### src/rtl/ufs_regs.vh
// Register map, field positions and reset values of the UART level and flow-control block
`ifndef UFS_REGS_VH
`define UFS_REGS_VH
// Register addresses (word index on the plain register port)
`define UFS_A_RHR_THR 4'h0
`define UFS_A_IER 4'h1
`define UFS_A_ISR_FCR 4'h2
`define UFS_A_LCR 4'h3
`define UFS_A_MCR 4'h4
`define UFS_A_LSR 4'h5
`define UFS_A_MSR 4'h6
`define UFS_A_SPR 4'h7
`define UFS_A_FEATURE_CONTROL_REG 4'h8
`define UFS_A_EFR 4'h9
`define UFS_A_TX_FIFO_LEVEL_COUNT_TRG 4'ha
`define UFS_A_RX_FIFO_LEVEL_COUNT_TRG 4'hb
`define UFS_A_STOP_CHAR_FIRST 4'hc
`define UFS_A_STOP_CHAR_SECOND 4'hd
`define UFS_A_RESUME_CHAR_FIRST 4'he
`define UFS_A_RESUME_CHAR_SECOND_XCH 4'hf
`define UFS_A_DLL 4'h0
`define UFS_A_DLM 4'h1
`define UFS_A_DLD 4'h2
// Reset values
`define UFS_RST_ZERO 8'h00
`define UFS_RST_DLL 8'h01
`define UFS_RST_ISR 8'h01
`define UFS_RST_LSR 8'h60
`define UFS_RST_SPR 8'hff
// Field positions
`define UFS_LCR_DLAB 7
`define UFS_EFR_SWFC_HI 3
`define UFS_EFR_SWFC_LO 0
`define UFS_IER_RX 0
`define UFS_IER_TX 1
`define UFS_XCH_TXON 3
`define UFS_XCH_TXOFF 2
`define UFS_XCH_RXON 1
`define UFS_XCH_RXOFF 0
`define UFS_LSR_THRE 5
`define UFS_LSR_TEMT 6
`define UFS_LSR_DR 0
`define UFS_MCR_DTR 0
`define UFS_MCR_RTS 1
// Interrupt source codes in the status register
`define UFS_ISR_NONE 8'h01
`define UFS_ISR_RX_FIFO_TRIGGER_LEVEL 8'h04
`define UFS_ISR_TX_FIFO_TRIGGER_LEVEL 8'h02
// Count limits
`define UFS_CNT_MAX 8'hff
`define UFS_CNT_ONE 8'h01
`endif

### src/rtl/ufs_top.v
// UART channel register file: FIFO levels, triggers, flow-control characters and status
`timescale 1ns/1ps
`include "ufs_regs.vh"

module ufs_top
(
  // Clock and reset
  input wire mclk_in,
  input wire rst_b_in,
  // Register port
  input wire [3:0] addr_in,
  input wire [7:0] wdata_in,
  input wire wr_in,
  input wire rd_in,
  output reg [7:0] rdata_out,
  // FIFO side events from the datapath
  input wire tx_push_in,
  input wire tx_pop_in,
  input wire rx_push_in,
  input wire rx_pop_in,
  // Flow-control character events from the serial engine
  input wire sent_resume_in,
  input wire sent_stop_in,
  input wire got_resume_in,
  input wire got_stop_in,
  // Modem inputs (CTS, DSR, RI, CD levels)
  input wire [3:0] modem_lvl_in,
  // Serial engine pin requests
  input wire tx_serial_in,
  input wire infrared_tx_in,
  // Interrupt requests and configuration out
  output reg tx_irq_out,
  output reg rx_irq_out,
  output reg [7:0] stop_char_first_out,
  output reg [7:0] stop_char_second_out,
  output reg [7:0] resume_char_first_out,
  output reg [7:0] resume_char_second_out,
  output reg [7:0] divisor_out,
  output reg [7:0] divisor_high_out,
  output reg [7:0] divisor_fraction_out,
  // Pins
  output reg tx_out,
  output reg rts_b_out,
  output reg dtr_b_out,
  output reg infrared_tx_out,
  output reg eeprom_clock_out,
  output reg eeprom_select_out,
  output reg eeprom_data_out
);

  ////////////////////////////////////////////////////////////////////////////
  // Registers

  reg [7:0] ier_ff;
  reg [7:0] fcr_ff;
  reg [7:0] lcr_ff;
  reg [7:0] mcr_ff;
  reg [7:0] spr_ff;
  reg [7:0] feature_control_reg_ff;
  reg [7:0] efr_ff;
  reg [7:0] tx_fifo_level_count_ff;
  reg [7:0] rx_fifo_level_count_ff;
  reg [7:0] tx_fifo_trigger_level_ff;
  reg [7:0] rx_fifo_trigger_level_ff;
  reg [3:0] flow_char_status_ff;
  reg [3:0] msr_lo_ff;
  reg [3:0] modem_prev_ff;
  reg msr_armed_ff;

  wire dlab = lcr_ff[`UFS_LCR_DLAB];
  wire wr_hit_fcs;
  wire rd_fcs;
  wire swfc_off;
  wire [7:0] isr_val;
  wire [7:0] lsr_val;

  // Count update: saturating up/down; push and pop together leave it alone
  function [7:0] ufs_count;
    input [7:0] cnt;
    input up;
    input dn;
    begin
      if (up && !dn && cnt != `UFS_CNT_MAX)
        ufs_count = cnt + `UFS_CNT_ONE;
      else if (dn && !up && cnt != `UFS_RST_ZERO)
        ufs_count = cnt - `UFS_CNT_ONE;
      else
        ufs_count = cnt;
    end
  endfunction

  assign swfc_off = (efr_ff[`UFS_EFR_SWFC_HI:`UFS_EFR_SWFC_LO] == 4'h0);
  assign wr_hit_fcs = wr_in && !dlab;
  assign rd_fcs = rd_in && addr_in == `UFS_A_RESUME_CHAR_SECOND_XCH;

  ////////////////////////////////////////////////////////////////////////////
  // Control registers and write decode

  always @(posedge mclk_in)
  begin
    if (!rst_b_in)
    begin
      ier_ff <= `UFS_RST_ZERO;
      fcr_ff <= `UFS_RST_ZERO;
      lcr_ff <= `UFS_RST_ZERO;
      mcr_ff <= `UFS_RST_ZERO;
      feature_control_reg_ff <= `UFS_RST_ZERO;
      efr_ff <= `UFS_RST_ZERO;
      spr_ff <= `UFS_RST_SPR;
      tx_fifo_trigger_level_ff <= `UFS_RST_ZERO;
      rx_fifo_trigger_level_ff <= `UFS_RST_ZERO;
      stop_char_first_out <= `UFS_RST_ZERO;
      stop_char_second_out <= `UFS_RST_ZERO;
      resume_char_first_out <= `UFS_RST_ZERO;
      resume_char_second_out <= `UFS_RST_ZERO;
      divisor_out <= `UFS_RST_DLL;
      divisor_high_out <= `UFS_RST_ZERO;
      divisor_fraction_out <= `UFS_RST_ZERO;
    end
    else if (wr_in)
    begin
      if (dlab && addr_in == `UFS_A_DLL)
        divisor_out <= wdata_in;
      if (dlab && addr_in == `UFS_A_DLM)
        divisor_high_out <= wdata_in;
      if (dlab && addr_in == `UFS_A_DLD)
        divisor_fraction_out <= wdata_in;
      if (addr_in == `UFS_A_LCR)
        lcr_ff <= wdata_in;
      if (wr_hit_fcs)
      begin
        case (addr_in)
          `UFS_A_IER: ier_ff <= wdata_in;
          `UFS_A_ISR_FCR: fcr_ff <= wdata_in;
          `UFS_A_MCR: mcr_ff <= wdata_in;
          `UFS_A_SPR: spr_ff <= wdata_in;
          `UFS_A_FEATURE_CONTROL_REG: feature_control_reg_ff <= wdata_in;
          `UFS_A_EFR: efr_ff <= wdata_in;
          `UFS_A_TX_FIFO_LEVEL_COUNT_TRG: tx_fifo_trigger_level_ff <= wdata_in;
          `UFS_A_RX_FIFO_LEVEL_COUNT_TRG: rx_fifo_trigger_level_ff <= wdata_in;
          `UFS_A_STOP_CHAR_FIRST: stop_char_first_out <= wdata_in;
          `UFS_A_STOP_CHAR_SECOND: stop_char_second_out <= wdata_in;
          `UFS_A_RESUME_CHAR_FIRST: resume_char_first_out <= wdata_in;
          `UFS_A_RESUME_CHAR_SECOND_XCH: resume_char_second_out <= wdata_in;
          default: ;
        endcase
      end
    end
  end

  ////////////////////////////////////////////////////////////////////////////
  // FIFO level counters

  always @(posedge mclk_in)
  begin
    if (!rst_b_in)
    begin
      tx_fifo_level_count_ff <= `UFS_RST_ZERO;
      rx_fifo_level_count_ff <= `UFS_RST_ZERO;
    end
    else
    begin
      // 256 entries fit an 8-bit count only by saturating at 0xff
      tx_fifo_level_count_ff <= ufs_count(tx_fifo_level_count_ff, tx_push_in, tx_pop_in);
      rx_fifo_level_count_ff <= ufs_count(rx_fifo_level_count_ff, rx_push_in, rx_pop_in);
    end
  end

  ////////////////////////////////////////////////////////////////////////////
  // Flow-control character status

  always @(posedge mclk_in)
  begin
    if (!rst_b_in)
      flow_char_status_ff <= 4'h0;
    else if (swfc_off)
      flow_char_status_ff <= 4'h0;
    else
    begin
      // Read clears, but an event in the same cycle wins over the clear of its own pair
      if (sent_resume_in || sent_stop_in)
      begin
        flow_char_status_ff[`UFS_XCH_TXON] <= sent_resume_in;
        flow_char_status_ff[`UFS_XCH_TXOFF] <= sent_stop_in && !sent_resume_in;
      end
      else if (rd_fcs)
      begin
        flow_char_status_ff[`UFS_XCH_TXON] <= 1'b0;
        flow_char_status_ff[`UFS_XCH_TXOFF] <= 1'b0;
      end
      if (got_resume_in || got_stop_in)
      begin
        flow_char_status_ff[`UFS_XCH_RXON] <= got_resume_in;
        flow_char_status_ff[`UFS_XCH_RXOFF] <= got_stop_in && !got_resume_in;
      end
      else if (rd_fcs)
      begin
        flow_char_status_ff[`UFS_XCH_RXON] <= 1'b0;
        flow_char_status_ff[`UFS_XCH_RXOFF] <= 1'b0;
      end
    end
  end

  ////////////////////////////////////////////////////////////////////////////
  // Modem status: low nibble holds input changes, cleared by read

  always @(posedge mclk_in)
  begin
    if (!rst_b_in)
    begin
      msr_lo_ff <= 4'h0;
      modem_prev_ff <= 4'h0;
      msr_armed_ff <= 1'b0;
    end
    else
    begin
      // Previous level is caught after release, so reset never flags a change
      modem_prev_ff <= modem_lvl_in;
      msr_armed_ff <= 1'b1;
      if (msr_armed_ff)
        msr_lo_ff <= (modem_prev_ff ^ modem_lvl_in)
                     | ((rd_in && addr_in == `UFS_A_MSR) ? 4'h0 : msr_lo_ff);
    end
  end

  ////////////////////////////////////////////////////////////////////////////
  // Interrupts and derived status

  wire tx_low = tx_fifo_level_count_ff < tx_fifo_trigger_level_ff;
  wire rx_hit = (rx_fifo_trigger_level_ff != `UFS_RST_ZERO)
                && rx_fifo_level_count_ff >= rx_fifo_trigger_level_ff;

  // Receive takes priority over transmit when both are pending
  assign isr_val = (rx_hit && ier_ff[`UFS_IER_RX]) ? `UFS_ISR_RX_FIFO_TRIGGER_LEVEL :
                   (tx_low && ier_ff[`UFS_IER_TX]) ? `UFS_ISR_TX_FIFO_TRIGGER_LEVEL :
                   `UFS_ISR_NONE;
  assign lsr_val = {1'b0, tx_fifo_level_count_ff == `UFS_RST_ZERO,
                    tx_fifo_level_count_ff == `UFS_RST_ZERO, 4'h0,
                    rx_fifo_level_count_ff != `UFS_RST_ZERO};

  always @(posedge mclk_in)
  begin
    if (!rst_b_in)
    begin
      tx_irq_out <= 1'b0;
      rx_irq_out <= 1'b0;
    end
    else
    begin
      tx_irq_out <= tx_low && ier_ff[`UFS_IER_TX];
      rx_irq_out <= rx_hit && ier_ff[`UFS_IER_RX];
    end
  end

  ////////////////////////////////////////////////////////////////////////////
  // Read data, one cycle after the strobe

  always @(posedge mclk_in)
  begin
    if (!rst_b_in)
      rdata_out <= `UFS_RST_ZERO;
    else if (!rd_in)
      rdata_out <= `UFS_RST_ZERO;
    else if (dlab && addr_in == `UFS_A_DLL)
      rdata_out <= divisor_out;
    else if (dlab && addr_in == `UFS_A_DLM)
      rdata_out <= divisor_high_out;
    else if (dlab && addr_in == `UFS_A_DLD)
      rdata_out <= divisor_fraction_out;
    else
    begin
      case (addr_in)
        `UFS_A_RHR_THR: rdata_out <= `UFS_RST_ZERO;
        `UFS_A_IER: rdata_out <= ier_ff;
        `UFS_A_ISR_FCR: rdata_out <= isr_val;
        `UFS_A_LCR: rdata_out <= lcr_ff;
        `UFS_A_MCR: rdata_out <= mcr_ff;
        `UFS_A_LSR: rdata_out <= lsr_val;
        `UFS_A_MSR: rdata_out <= {modem_lvl_in, msr_lo_ff};
        `UFS_A_SPR: rdata_out <= spr_ff;
        `UFS_A_FEATURE_CONTROL_REG: rdata_out <= feature_control_reg_ff;
        `UFS_A_EFR: rdata_out <= efr_ff;
        `UFS_A_TX_FIFO_LEVEL_COUNT_TRG: rdata_out <= tx_fifo_level_count_ff;
        `UFS_A_RX_FIFO_LEVEL_COUNT_TRG: rdata_out <= rx_fifo_level_count_ff;
        `UFS_A_RESUME_CHAR_SECOND_XCH: rdata_out <= {4'h0, flow_char_status_ff};
        default: rdata_out <= `UFS_RST_ZERO;
      endcase
    end
  end

  ////////////////////////////////////////////////////////////////////////////
  // Pins

  always @(posedge mclk_in)
  begin
    if (!rst_b_in)
    begin
      tx_out <= 1'b1;
      rts_b_out <= 1'b1;
      dtr_b_out <= 1'b1;
      infrared_tx_out <= 1'b0;
      eeprom_clock_out <= 1'b0;
      eeprom_select_out <= 1'b0;
      eeprom_data_out <= 1'b0;
    end
    else
    begin
      tx_out <= tx_serial_in;
      infrared_tx_out <= infrared_tx_in;
      // Modem control bits are active-high requests to assert the low pins
      rts_b_out <= !mcr_ff[`UFS_MCR_RTS];
      dtr_b_out <= !mcr_ff[`UFS_MCR_DTR];
      eeprom_clock_out <= 1'b0;
      eeprom_select_out <= 1'b0;
      eeprom_data_out <= 1'b0;
    end
  end

endmodule

### config.mk
export PLATFORM = sky130hd
export DESIGN_NAME = ufs_top
export DESIGN_NICKNAME = d
export VERILOG_FILES = /design/src/rtl/ufs_top.v
export VERILOG_INCLUDE_DIRS = /design/src /design/src/rtl
export SDC_FILE = /design/constraint.sdc
export NUM_CORES = 1
export LEC_CHECK = 0
export ABC_AREA = 1
export BUFFER_PORTS_ARGS = -buffer_cell sky130_fd_sc_hd__buf_2
export CAP_MARGIN = 20
export CORE_UTILIZATION = 52
export CTS_CLUSTER_DIAMETER = 100
export CTS_CLUSTER_SIZE = 40
export DETAILED_ROUTE_END_ITERATION = 8
export PLACE_DENSITY = 0.86
export SLEW_MARGIN = 20
export SYNTH_ARGS = -nofsm -noshare
export SYNTH_HDL_FRONTEND = slang
export SYNTH_SLANG_ARGS = --single-unit
export TNS_END_PERCENT = 50
### constraint.sdc
create_clock -name mclk_in -period 2.2 [get_ports mclk_in]
set_input_delay 0.55 -clock mclk_in [delete_from_list [all_inputs] [get_ports mclk_in]]
set_output_delay 0.55 -clock mclk_in [all_outputs]
set_load 0.05 [all_outputs]
Word level (Yosys, flattened, before mapping)
Cells that the tools add are included.

word-level totals
  bits in registers = 163
  logic and storage cells = 127
  output and inout port bits = 73

operators by class
  bitwise operators = 3
  add/subtract/negate cells = 4
  reductions and logical operators = 57
  mux-type cells = 15
  eq/ne operators = 17
  magnitude comparators = 2

operator list
  cell                                                  number
  one-hot mux 8 bit (12 select lines)                   1
  two-way mux 8 bit                                     7
  AND reduction 3 bit                                   11
  equality test 4 bit (second input constant)           8
  nonzero test 8 bit                                    3
  logical AND 1 bit                                     19
  adder 8 x 1 -> 8 bit (second input constant)          2
  equality test 4 x 3 -> 1 bit (second input constant)  4
  inequality test 8 bit (second input constant)         2
  subtractor 8 x 1 -> 8 bit (second input constant)     2
  AND reduction 2 bit                                   5
  logical NOT 1 bit                                     9
  equality test 4 x 2 -> 1 bit (second input constant)  2
  greater-or-equal comparator 8 bit                     1
  logical NOT 4 bit                                     2
  logical NOT 8 bit                                     1
  < comparator 8 bit                                    1
  two-way mux 2 bit                                     4
  nonzero test 2 bit                                    4
  equality test 4 x 1 -> 1 bit (second input constant)  1
  two-way mux 4 bit                                     1
  OR 4 bit                                              1
  bitwise XOR 4 bit                                     1
  two-way mux 3 bit                                     1
  4 further kinds                                       5

Logic depth before layout (Yosys ltp)
Gate-level depths: netlist of the first run.

  depth in word-level cells = 8
  depth in mapped cells = 16
  gate-level depth less buffers = 16

Least setup slack after synthesis of the first run
OpenSTA, ideal clock, no wires.

  kind = register to register
  start point = reg rx_fifo_level_count_ff[1]
  end point = reg rx_fifo_level_count_ff[7]
  setup time = 0.115 ns
  arrival = 2.324 ns
  cell stages (with the launch flop) = 11
  setup slack = -0.239 ns
  period minus slack after synthesis = 2.439 ns
  cell sequence = dfxtp_1 > nand4_1 > o21ai_0 > ha_1 > a21oi_1 > nand2_1 > nand2_1 > o311ai_0 > nand2b_1 > a21oi_1 > nor2_1

on the way
  word-level cells in the longest chain between the ends = 3

ends and longest elaborated chain
  element                                                      line           text
  from (decl)                                                  ufs_top.v:62   reg [7:0] rx_fifo_level_count_ff;
  from (signal assigned)                                       ufs_top.v:159  rx_fifo_level_count_ff <= `UFS_RST_ZERO;
  from (signal assigned)                                       ufs_top.v:165  rx_fifo_level_count_ff <= ufs_count(rx_fifo_level_count_ff, rx_push_in, rx_pop_in);
  subtractor 8 x 1 -> 8 bit (no line) (tied with other cells)  -
  two-way mux 8 bit or logical AND 1 bit (tied branches)       -
  two-way mux 8 bit or nonzero test 2 bit (tied branches)      -

Several ways; a longest one is shown, not always the timed one. The select of a mux whose other input is x is not followed.
A chain may end at the register's enable or synchronous reset.

Final worst setup path of the first run
  start point = reg rx_fifo_level_count_ff[7]
  end point = reg rx_fifo_level_count_ff[7]

The elaborated chain is that of the path after synthesis.

==> reports/metrics.cfg, run 1 <==
[layout]
synthToLayoutAreaGrowth_pct=22.4
num_antenna_cells=0
fillCellCount=1141
multi_input_area_um2=3700
nNetsFinal=1225
final_layout_size_suffix_gt1_share_pct=20.0
layout_common_cells=186 x nand2_1, 162 x dfxtp_1, 131 x a21oi_1
seqCellArea_um2=3260
postLayoutCoreUtil_pct=65.9
fin_cells=1359
layout.cells.most_common=nand2_1

[timing]
hold_violations=0
worst_pin_slew_ns=0.683
drv_slew=0
min_period_ns=2.03
fin_skew_ns=0.0102
setup_slack_ns=0.168
finalSetupViolations=0
finalCritPeriodShare_pct=92.4
fmax_mhz=492
rsz0062_at_grt=true
timing.slew.headroom_pct=53.9

[flow_run]
drv_cap=0

[critical_path]
rr_worst_depth=11
startpoint_type=register
cp.required_ns=2.53
crit_path_max_fanout=4
critPathKind=register to register
worst_setup_path_end_kind=register
ff2ff_setup_slack_ns=0.17
cp.arrival_ns=2.36

[floorplan]
die_x_um=122
die_h_um=122
ioPinCount=103
core_um2=14000
die_area_um2=15000
start_util_pct=53.9
rows=43

[placed_design]
pre_cts_slack_ns=-0.104
dp.cells=1326
numPortBuffers=99
hpwlAfterDp_um=14800
place_congestion=0.957

[grt]
grt_max_degree=58
gr-usage-all-layers_pct=30.0
grt_overflow=0
grt_first_pass_wirelength_um=34600
antenna_found_initial=0
grt_pass1_vias=7135

[cts]
numCtsBuffers=17
cts-htree-levels=4
cts.clk_slew.worst_paths_ns=0.07
root_buffer=clkbuf_16
clockBufferDepth=2
insertion_delay_ns=0.43
numClockSinks=163
cts_tree=built
hold_buffers=0

[synthesis]
async_reset_ff_share_pct=0
synth_seq_cells=163
synth_edf_count=0
syn_avg_cell_area_um2=7.32
syn-instance-count=1030
yosys_warnings=0
synth_cell_type_count=40
syn-cell-area_um2=7530
synth_flop_cell=dfxtp_1
yosysSeqAreaShare_pct=43.3

[routing]
routedWlPerCell_um=16.2
firstDrtPassIters=6
num_vias=7676
postRouteAntennaNets=0
drt_iter0_markers=750
routed_via_density=5.65
wl_um=22100
drc_errors=0

[power]
p_leak_nw=4.07
irDropWorstVdd_mv=0.687
p_per_area_nw_per_um2=851
totalPowerFinal_w=0.00785

[hold_path]
hp-class=input port to register
min_path_cells=2

[outcome]
status=completed

-- metal layers --
layer	part of all wire, %	vias up	track usage [%]
met5	0	-	0
met1	40	3541	36.9
li1	-	3680	-
met2	48	385	49.3
met4	3.4	0	13.8
met3	8.9	70	7.57
-- path summary, 6_finish.rpt --
kind	to	start
hold / removal	flow_char_status_ff[0]$_SDFFE_PP0P_	got_resume_in
setup / recovery	rx_fifo_level_count_ff[7]$_SDFFE_PN0P_	rx_fifo_level_count_ff[7]$_SDFFE_PN0P_
hold reg to reg	dtr_b_out$_SDFF_PN1_	mcr_ff[0]$_SDFFE_PN0P_
setup reg to reg	rx_fifo_level_count_ff[7]$_SDFFE_PN0P_	rx_fifo_level_count_ff[7]$_SDFFE_PN0P_
-- area by class of cell --
type,instances,share of cell area [%]
Clock inverter,14,2.28
Timing Repair Buffer,161,10.7
Inverter,105,4.27
Tap cell,180,2.44
Clock buffer,18,4.76
Sequential cell,163,35.4
Multi-Input combinational cell,718,40.1
-- kinds of logic (layout without fill, tap and decap cells) --
| group | after synthesis | in the layout | share of synthesized area (%) |
|---|---|---|---|
| AOI/OAI and AO/OA | 274 | 274 | 19.2 |
| xor gates and xnor gates | 10 | 10 | 1.16 |
| adders and majority gates | 29 | 29 | 5.01 |
| buffers and inverters | 151 | 298 | 8.02 |
| DFF | 163 | 163 | 43.3 |
| other | 1 | 3 | 0.0498 |
| and+or+nand+nor | 402 | 402 | 23.3 |
-- flip-flops by register name, summed over array words and instances, names as in the netlist, 4 cells and up --
register	flops
divisor_fraction_out	8
divisor_high_out	8
divisor_out	8
efr_ff	8
feature_control_reg_ff	8
ier_ff	8
lcr_ff	8
mcr_ff	8
rdata_out	8
resume_char_first_out	8
resume_char_second_out	8
rx_fifo_level_count_ff	8
rx_fifo_trigger_level_ff	8
spr_ff	8
stop_char_first_out	8
stop_char_second_out	8
tx_fifo_level_count_ff	8
tx_fifo_trigger_level_ff	8
flow_char_status_ff	4
modem_prev_ff	4
msr_lo_ff	4
-- worst max-delay path, stage by stage (launching register included) --
cell and delay (ns):
dfxtp_1 0.33, nand4_1 0.17, o21ai_2 0.19, buf_4 0.13, ha_1 0.25, a21oi_1 0.16
nand2_1 0.11, nand2_1 0.08, o311ai_0 0.13, nand2b_1 0.20, a21oi_1 0.13, nor2_1 0.06
-- where the power goes --
part           total (W)  internal [W]  switching, W
Clock            0.00327       0.00197       0.00130
Combinational    0.00147      0.000571      0.000895
Sequential       0.00311       0.00306     0.0000518
Total            0.00785       0.00560       0.00225
-- per-stage QoR --
step           area, um^2  hold slack, ns  TNS (ns)
2_1_floorplan        7540           0.358  -0.00831
3_3_place_gp         8540           0.367   -0.0139
3_5_place_dp         8540           0.370    -0.205
4_1_cts              9190           0.288         0
5_1_grt              9220           0.292  -0.00669
6_report             9220           0.291         0
-- synth_stat cells, types with 2 or more instances --
cell,count,area share (%)
nor2_2,3,0.25
buf_4,4,0.40
inv_2,16,0.80
nand3_1,63,4.2
xor2_1,6,0.70
nor3_1,8,0.53
ha_1,27,4.5
nand4_1,6,0.50
nor2_4,10,1.5
o311ai_0,2,0.23
a21boi_0,4,0.40
inv_1,89,4.4
xnor2_1,4,0.46
nand2b_1,2,0.17
o21ai_1,7,0.46
clkbuf_1,26,1.3
o22ai_1,8,0.66
nand2_2,6,0.50
a21oi_1,132,8.8
nand2_1,186,9.3
o2111ai_1,3,0.35
nand3b_1,4,0.40
nor2_1,111,5.5
dfxtp_1,163,43
buf_1,3,0.15
buf_2,12,0.80
fa_1,2,0.53
o21ai_0,105,7.0
o211ai_1,7,0.70
-- timing repair --
item | 4_1_cts | 5_1_grt
endpoints found under the setup margin | 0 | 5
resized for setup | 0 | 7
setup buffers | 0 | 1
endpoints found under the hold margin | 0 | 0
Note: power is estimated with default switching activity, not from simulation.
==> inputs of run 2 (changes only) <==
- CORE_ASPECT_RATIO: unset -> 1.4
==> run 2 against run 1 <==
  * First-iteration DRC count decreased by 24%
  * Via count shrank 2.4%
  * Clock skew fell by 0.0019 ns
  * Largest cell class unchanged
  * Largest power group is now sequential cells
  * Highest routed layer unchanged
==> reports/metrics.cfg, run 2 (synthesis gave the netlist of run 1 again) <==
[hold_path]
hp-class=input port to register
hold_start=got_resume_in
hold_end=flow_char_status_ff[0]$_SDFFE_PP0P_
min_path_cells=2  ; unchanged

[power]
p_comb_share_pct=19.0  ; +0.3 points
p_clk_share_pct=39.7  ; -1.9 points
irDropWorstVdd_mv=0.657  ; -4.3%
totalPowerFinal_w=0.00753  ; -4.0%
p_seq_share_pct=41.3  ; +1.6 points
swShare_pct=29.1  ; +0.43 points
p_per_area_nw_per_um2=827  ; -2.8%
p_int_w=0.00534  ; -4.6%
p_switching_w=0.00219  ; -2.6%
p_leak_nw=4.01  ; -1.5%

[critical_path]
cp_slowest_cell=dfxtp_1
ff2ff_setup_slack_ns=0.14  ; -0.03 ns
reg2reg_to=tx_fifo_level_count_ff[6]$_SDFFE_PN0P_
crit_path_max_fanout=5  ; +1
worst_setup_path_end_kind=register
cp.required_ns=2.49  ; -0.04 ns
cpPeakStageDelay_ns=0.35  ; +0.02 ns
critPathKind=register to register
r2r-start=tx_fifo_level_count_ff[5]$_SDFFE_PN0P_
crit_buf_inv=1  ; unchanged
path_common_cell=a21oi_1
startpoint_type=register
worstPathCellList=nand4_1, o21ai_2, buf_4, ha_1, a21oi_1, nand2_1, a21oi_1, nor2_1, nor2_1, xor2_1, a21oi_1
crit_start=tx_fifo_level_count_ff[5]$_SDFFE_PN0P_
rr_worst_depth=11  ; unchanged
cpLargestDelayFamily=compound AO/OA/AOI/OAI gates
cp.arrival_ns=2.36  ; about the same

[layout]
num_antenna_cells=0  ; unchanged
synthToLayoutAreaGrowth_pct=20.8
nNetsFinal=1221  ; -0.33%
postLayoutCoreUtil_pct=64.9  ; -1.1 points
layout.cells.most_common=nand2_1
layout_common_cells=186 x nand2_1, 163 x dfxtp_1, 132 x a21oi_1
final_layout_size_suffix_gt1_share_pct=19.3  ; -0.70 points

[floorplan]
die_area_um2=15000  ; about the same
die_x_um=104  ; -15%
start_util_pct=53.7  ; -0.19 points
die_h_um=144  ; +18%
ioPinCount=103  ; unchanged
core_um2=14000  ; +0.36%
rows=51  ; +19%

[timing]
timing.slew.headroom_pct=52.4  ; -1.4 points
fmax_mhz=485  ; -1.4%
fin_skew_ns=0.00828  ; -0.00195 ns
min_period_ns=2.06  ; +0.0288 ns
finalSetupViolations=0  ; unchanged
worst_pin_slew_ns=0.704  ; +0.0213 ns
finalCritPeriodShare_pct=93.7  ; +1.3 points
hold_violations=0  ; unchanged
whs_ns=0.294  ; +0.00294 ns
rsz0062_at_grt=true
drv_slew=0  ; unchanged
setup_slack_ns=0.139  ; -0.0288 ns

[cts]
numClockSinks=163  ; unchanged
root_buffer=clkbuf_16
numCtsBuffers=17  ; unchanged
cts.clk_slew.worst_paths_ns=0.07  ; about the same
insertion_delay_ns=0.43  ; about the same
clockBufferDepth=2  ; unchanged
cts-htree-levels=4  ; unchanged
cts_tree=built

[grt]
gr-usage-all-layers_pct=28.9  ; -1.2 points
grt_pass1_vias=7121  ; -0.20%
antenna_found_initial=0  ; unchanged
grt_first_pass_wirelength_um=34000  ; -1.8%
grt_max_degree=95  ; +64%
grt_overflow=0  ; unchanged

[routing]
num_vias=7491  ; -2.4%
wl_met2_um=10400  ; -2.1%
met3_length_um=1560  ; -21%
wl_um=21200  ; -4.1%
firstDrtPassIters=7  ; +1
routedWlPerCell_um=15.6  ; -4.2%
maxUsedRoutingLayer=met4
drc_errors=0  ; unchanged
drt_iter0_markers=568  ; -24%
routed_via_density=5.51  ; -2.5%
postRouteAntennaNets=0  ; unchanged
wl_met1_um=8200  ; -6.6%

[outcome]
status=completed

[placed_design]
hpwlAfterDp_um=14600  ; -1.3%
numPortBuffers=99  ; unchanged
place_congestion=0.959  ; +0.18%
pre_cts_slack_ns=-0.0977  ; +0.00630 ns

[flow_run]
drv_cap=0  ; unchanged

run 2: changes by cell type in the layout (fill, tap and decap cells not counted), moves of 2 or more:
cell        delta
clkbuf_1       +2
clkinvlp_4     +2
buf_4          -2
bufinv_16      -2
inv_6          -3
run 2: routing by layer:
metal | vias up | track usage [%]
met5 | - | 0
met4 | 0 | 19.2
met3 | 80 | 5.59
met2 | 342 | 51.0
met1 | 3410 | 31.8
li1 | 3659 | -
run 2: layout make-up:
type                       count  area [um^2]
tap                          185          231
clock inverter                12          144
inverter                     105          394
multi-input combinational    718         3680
clock buffer                  20          447
sequential                   163         3260
fill                        1200         4930
timing repair buffer         157          943
run 2: how the worst max path moves through the flow:
stage                                                  end  slack [ns]  cells after the start
floorplan           rx_fifo_level_count_ff[7]$_SDFFE_PN0P_      -0.008                     10
global placement    rx_fifo_level_count_ff[7]$_SDFFE_PN0P_       -0.01                     11
detailed placement  tx_fifo_level_count_ff[6]$_SDFFE_PN0P_        -0.1                     12
CTS                 rx_fifo_level_count_ff[7]$_SDFFE_PN0P_        0.12                     12
global route        tx_fifo_level_count_ff[6]$_SDFFE_PN0P_      -0.009                     11
finish              tx_fifo_level_count_ff[6]$_SDFFE_PN0P_        0.14                     11
run 2: worst register-to-register path, stage by stage (launching register included):
cell	delay [ns]
dfxtp_1	0.35
nand4_1	0.13
o21ai_2	0.20
buf_4	0.14
ha_1	0.27
a21oi_1	0.16
nand2_1	0.09
a21oi_1	0.14
nor2_1	0.05
nor2_1	0.13
xor2_1	0.17
a21oi_1	0.10
run 2: power groups by stage:
stage | clock network [W] | logic (W) | registers (W)
6_report | 0.00299 | 0.00143 | 0.00311
5_1_grt | 0.00312 | 0.00159 | 0.00312
4_1_cts | 0.00300 | 0.00141 | 0.00311
3_5_place_dp | 0 | 0.00139 | 0.00318
3_3_place_gp | 0 | 0.00135 | 0.00317
2_1_floorplan | 0 | 0.000783 | 0.00328
run 2: what timing repair did:
item	in CTS	in global routing
resized for setup	0	2
setup endpoints to repair	0	3
hold buffers	0	0
setup buffers	0	1
run 2: stage by stage:
step / cells / instance area, um^2 / TNS [ns]
after floorplan: 1032 / 7540 / -0.00831
after global placement: 1327 / 8500 / -0.0141
after detailed placement: 1327 / 8500 / -0.308
after CTS: 1359 / 9090 / 0
after global routing: 1360 / 9100 / -0.00852
final: 1360 / 9100 / 0
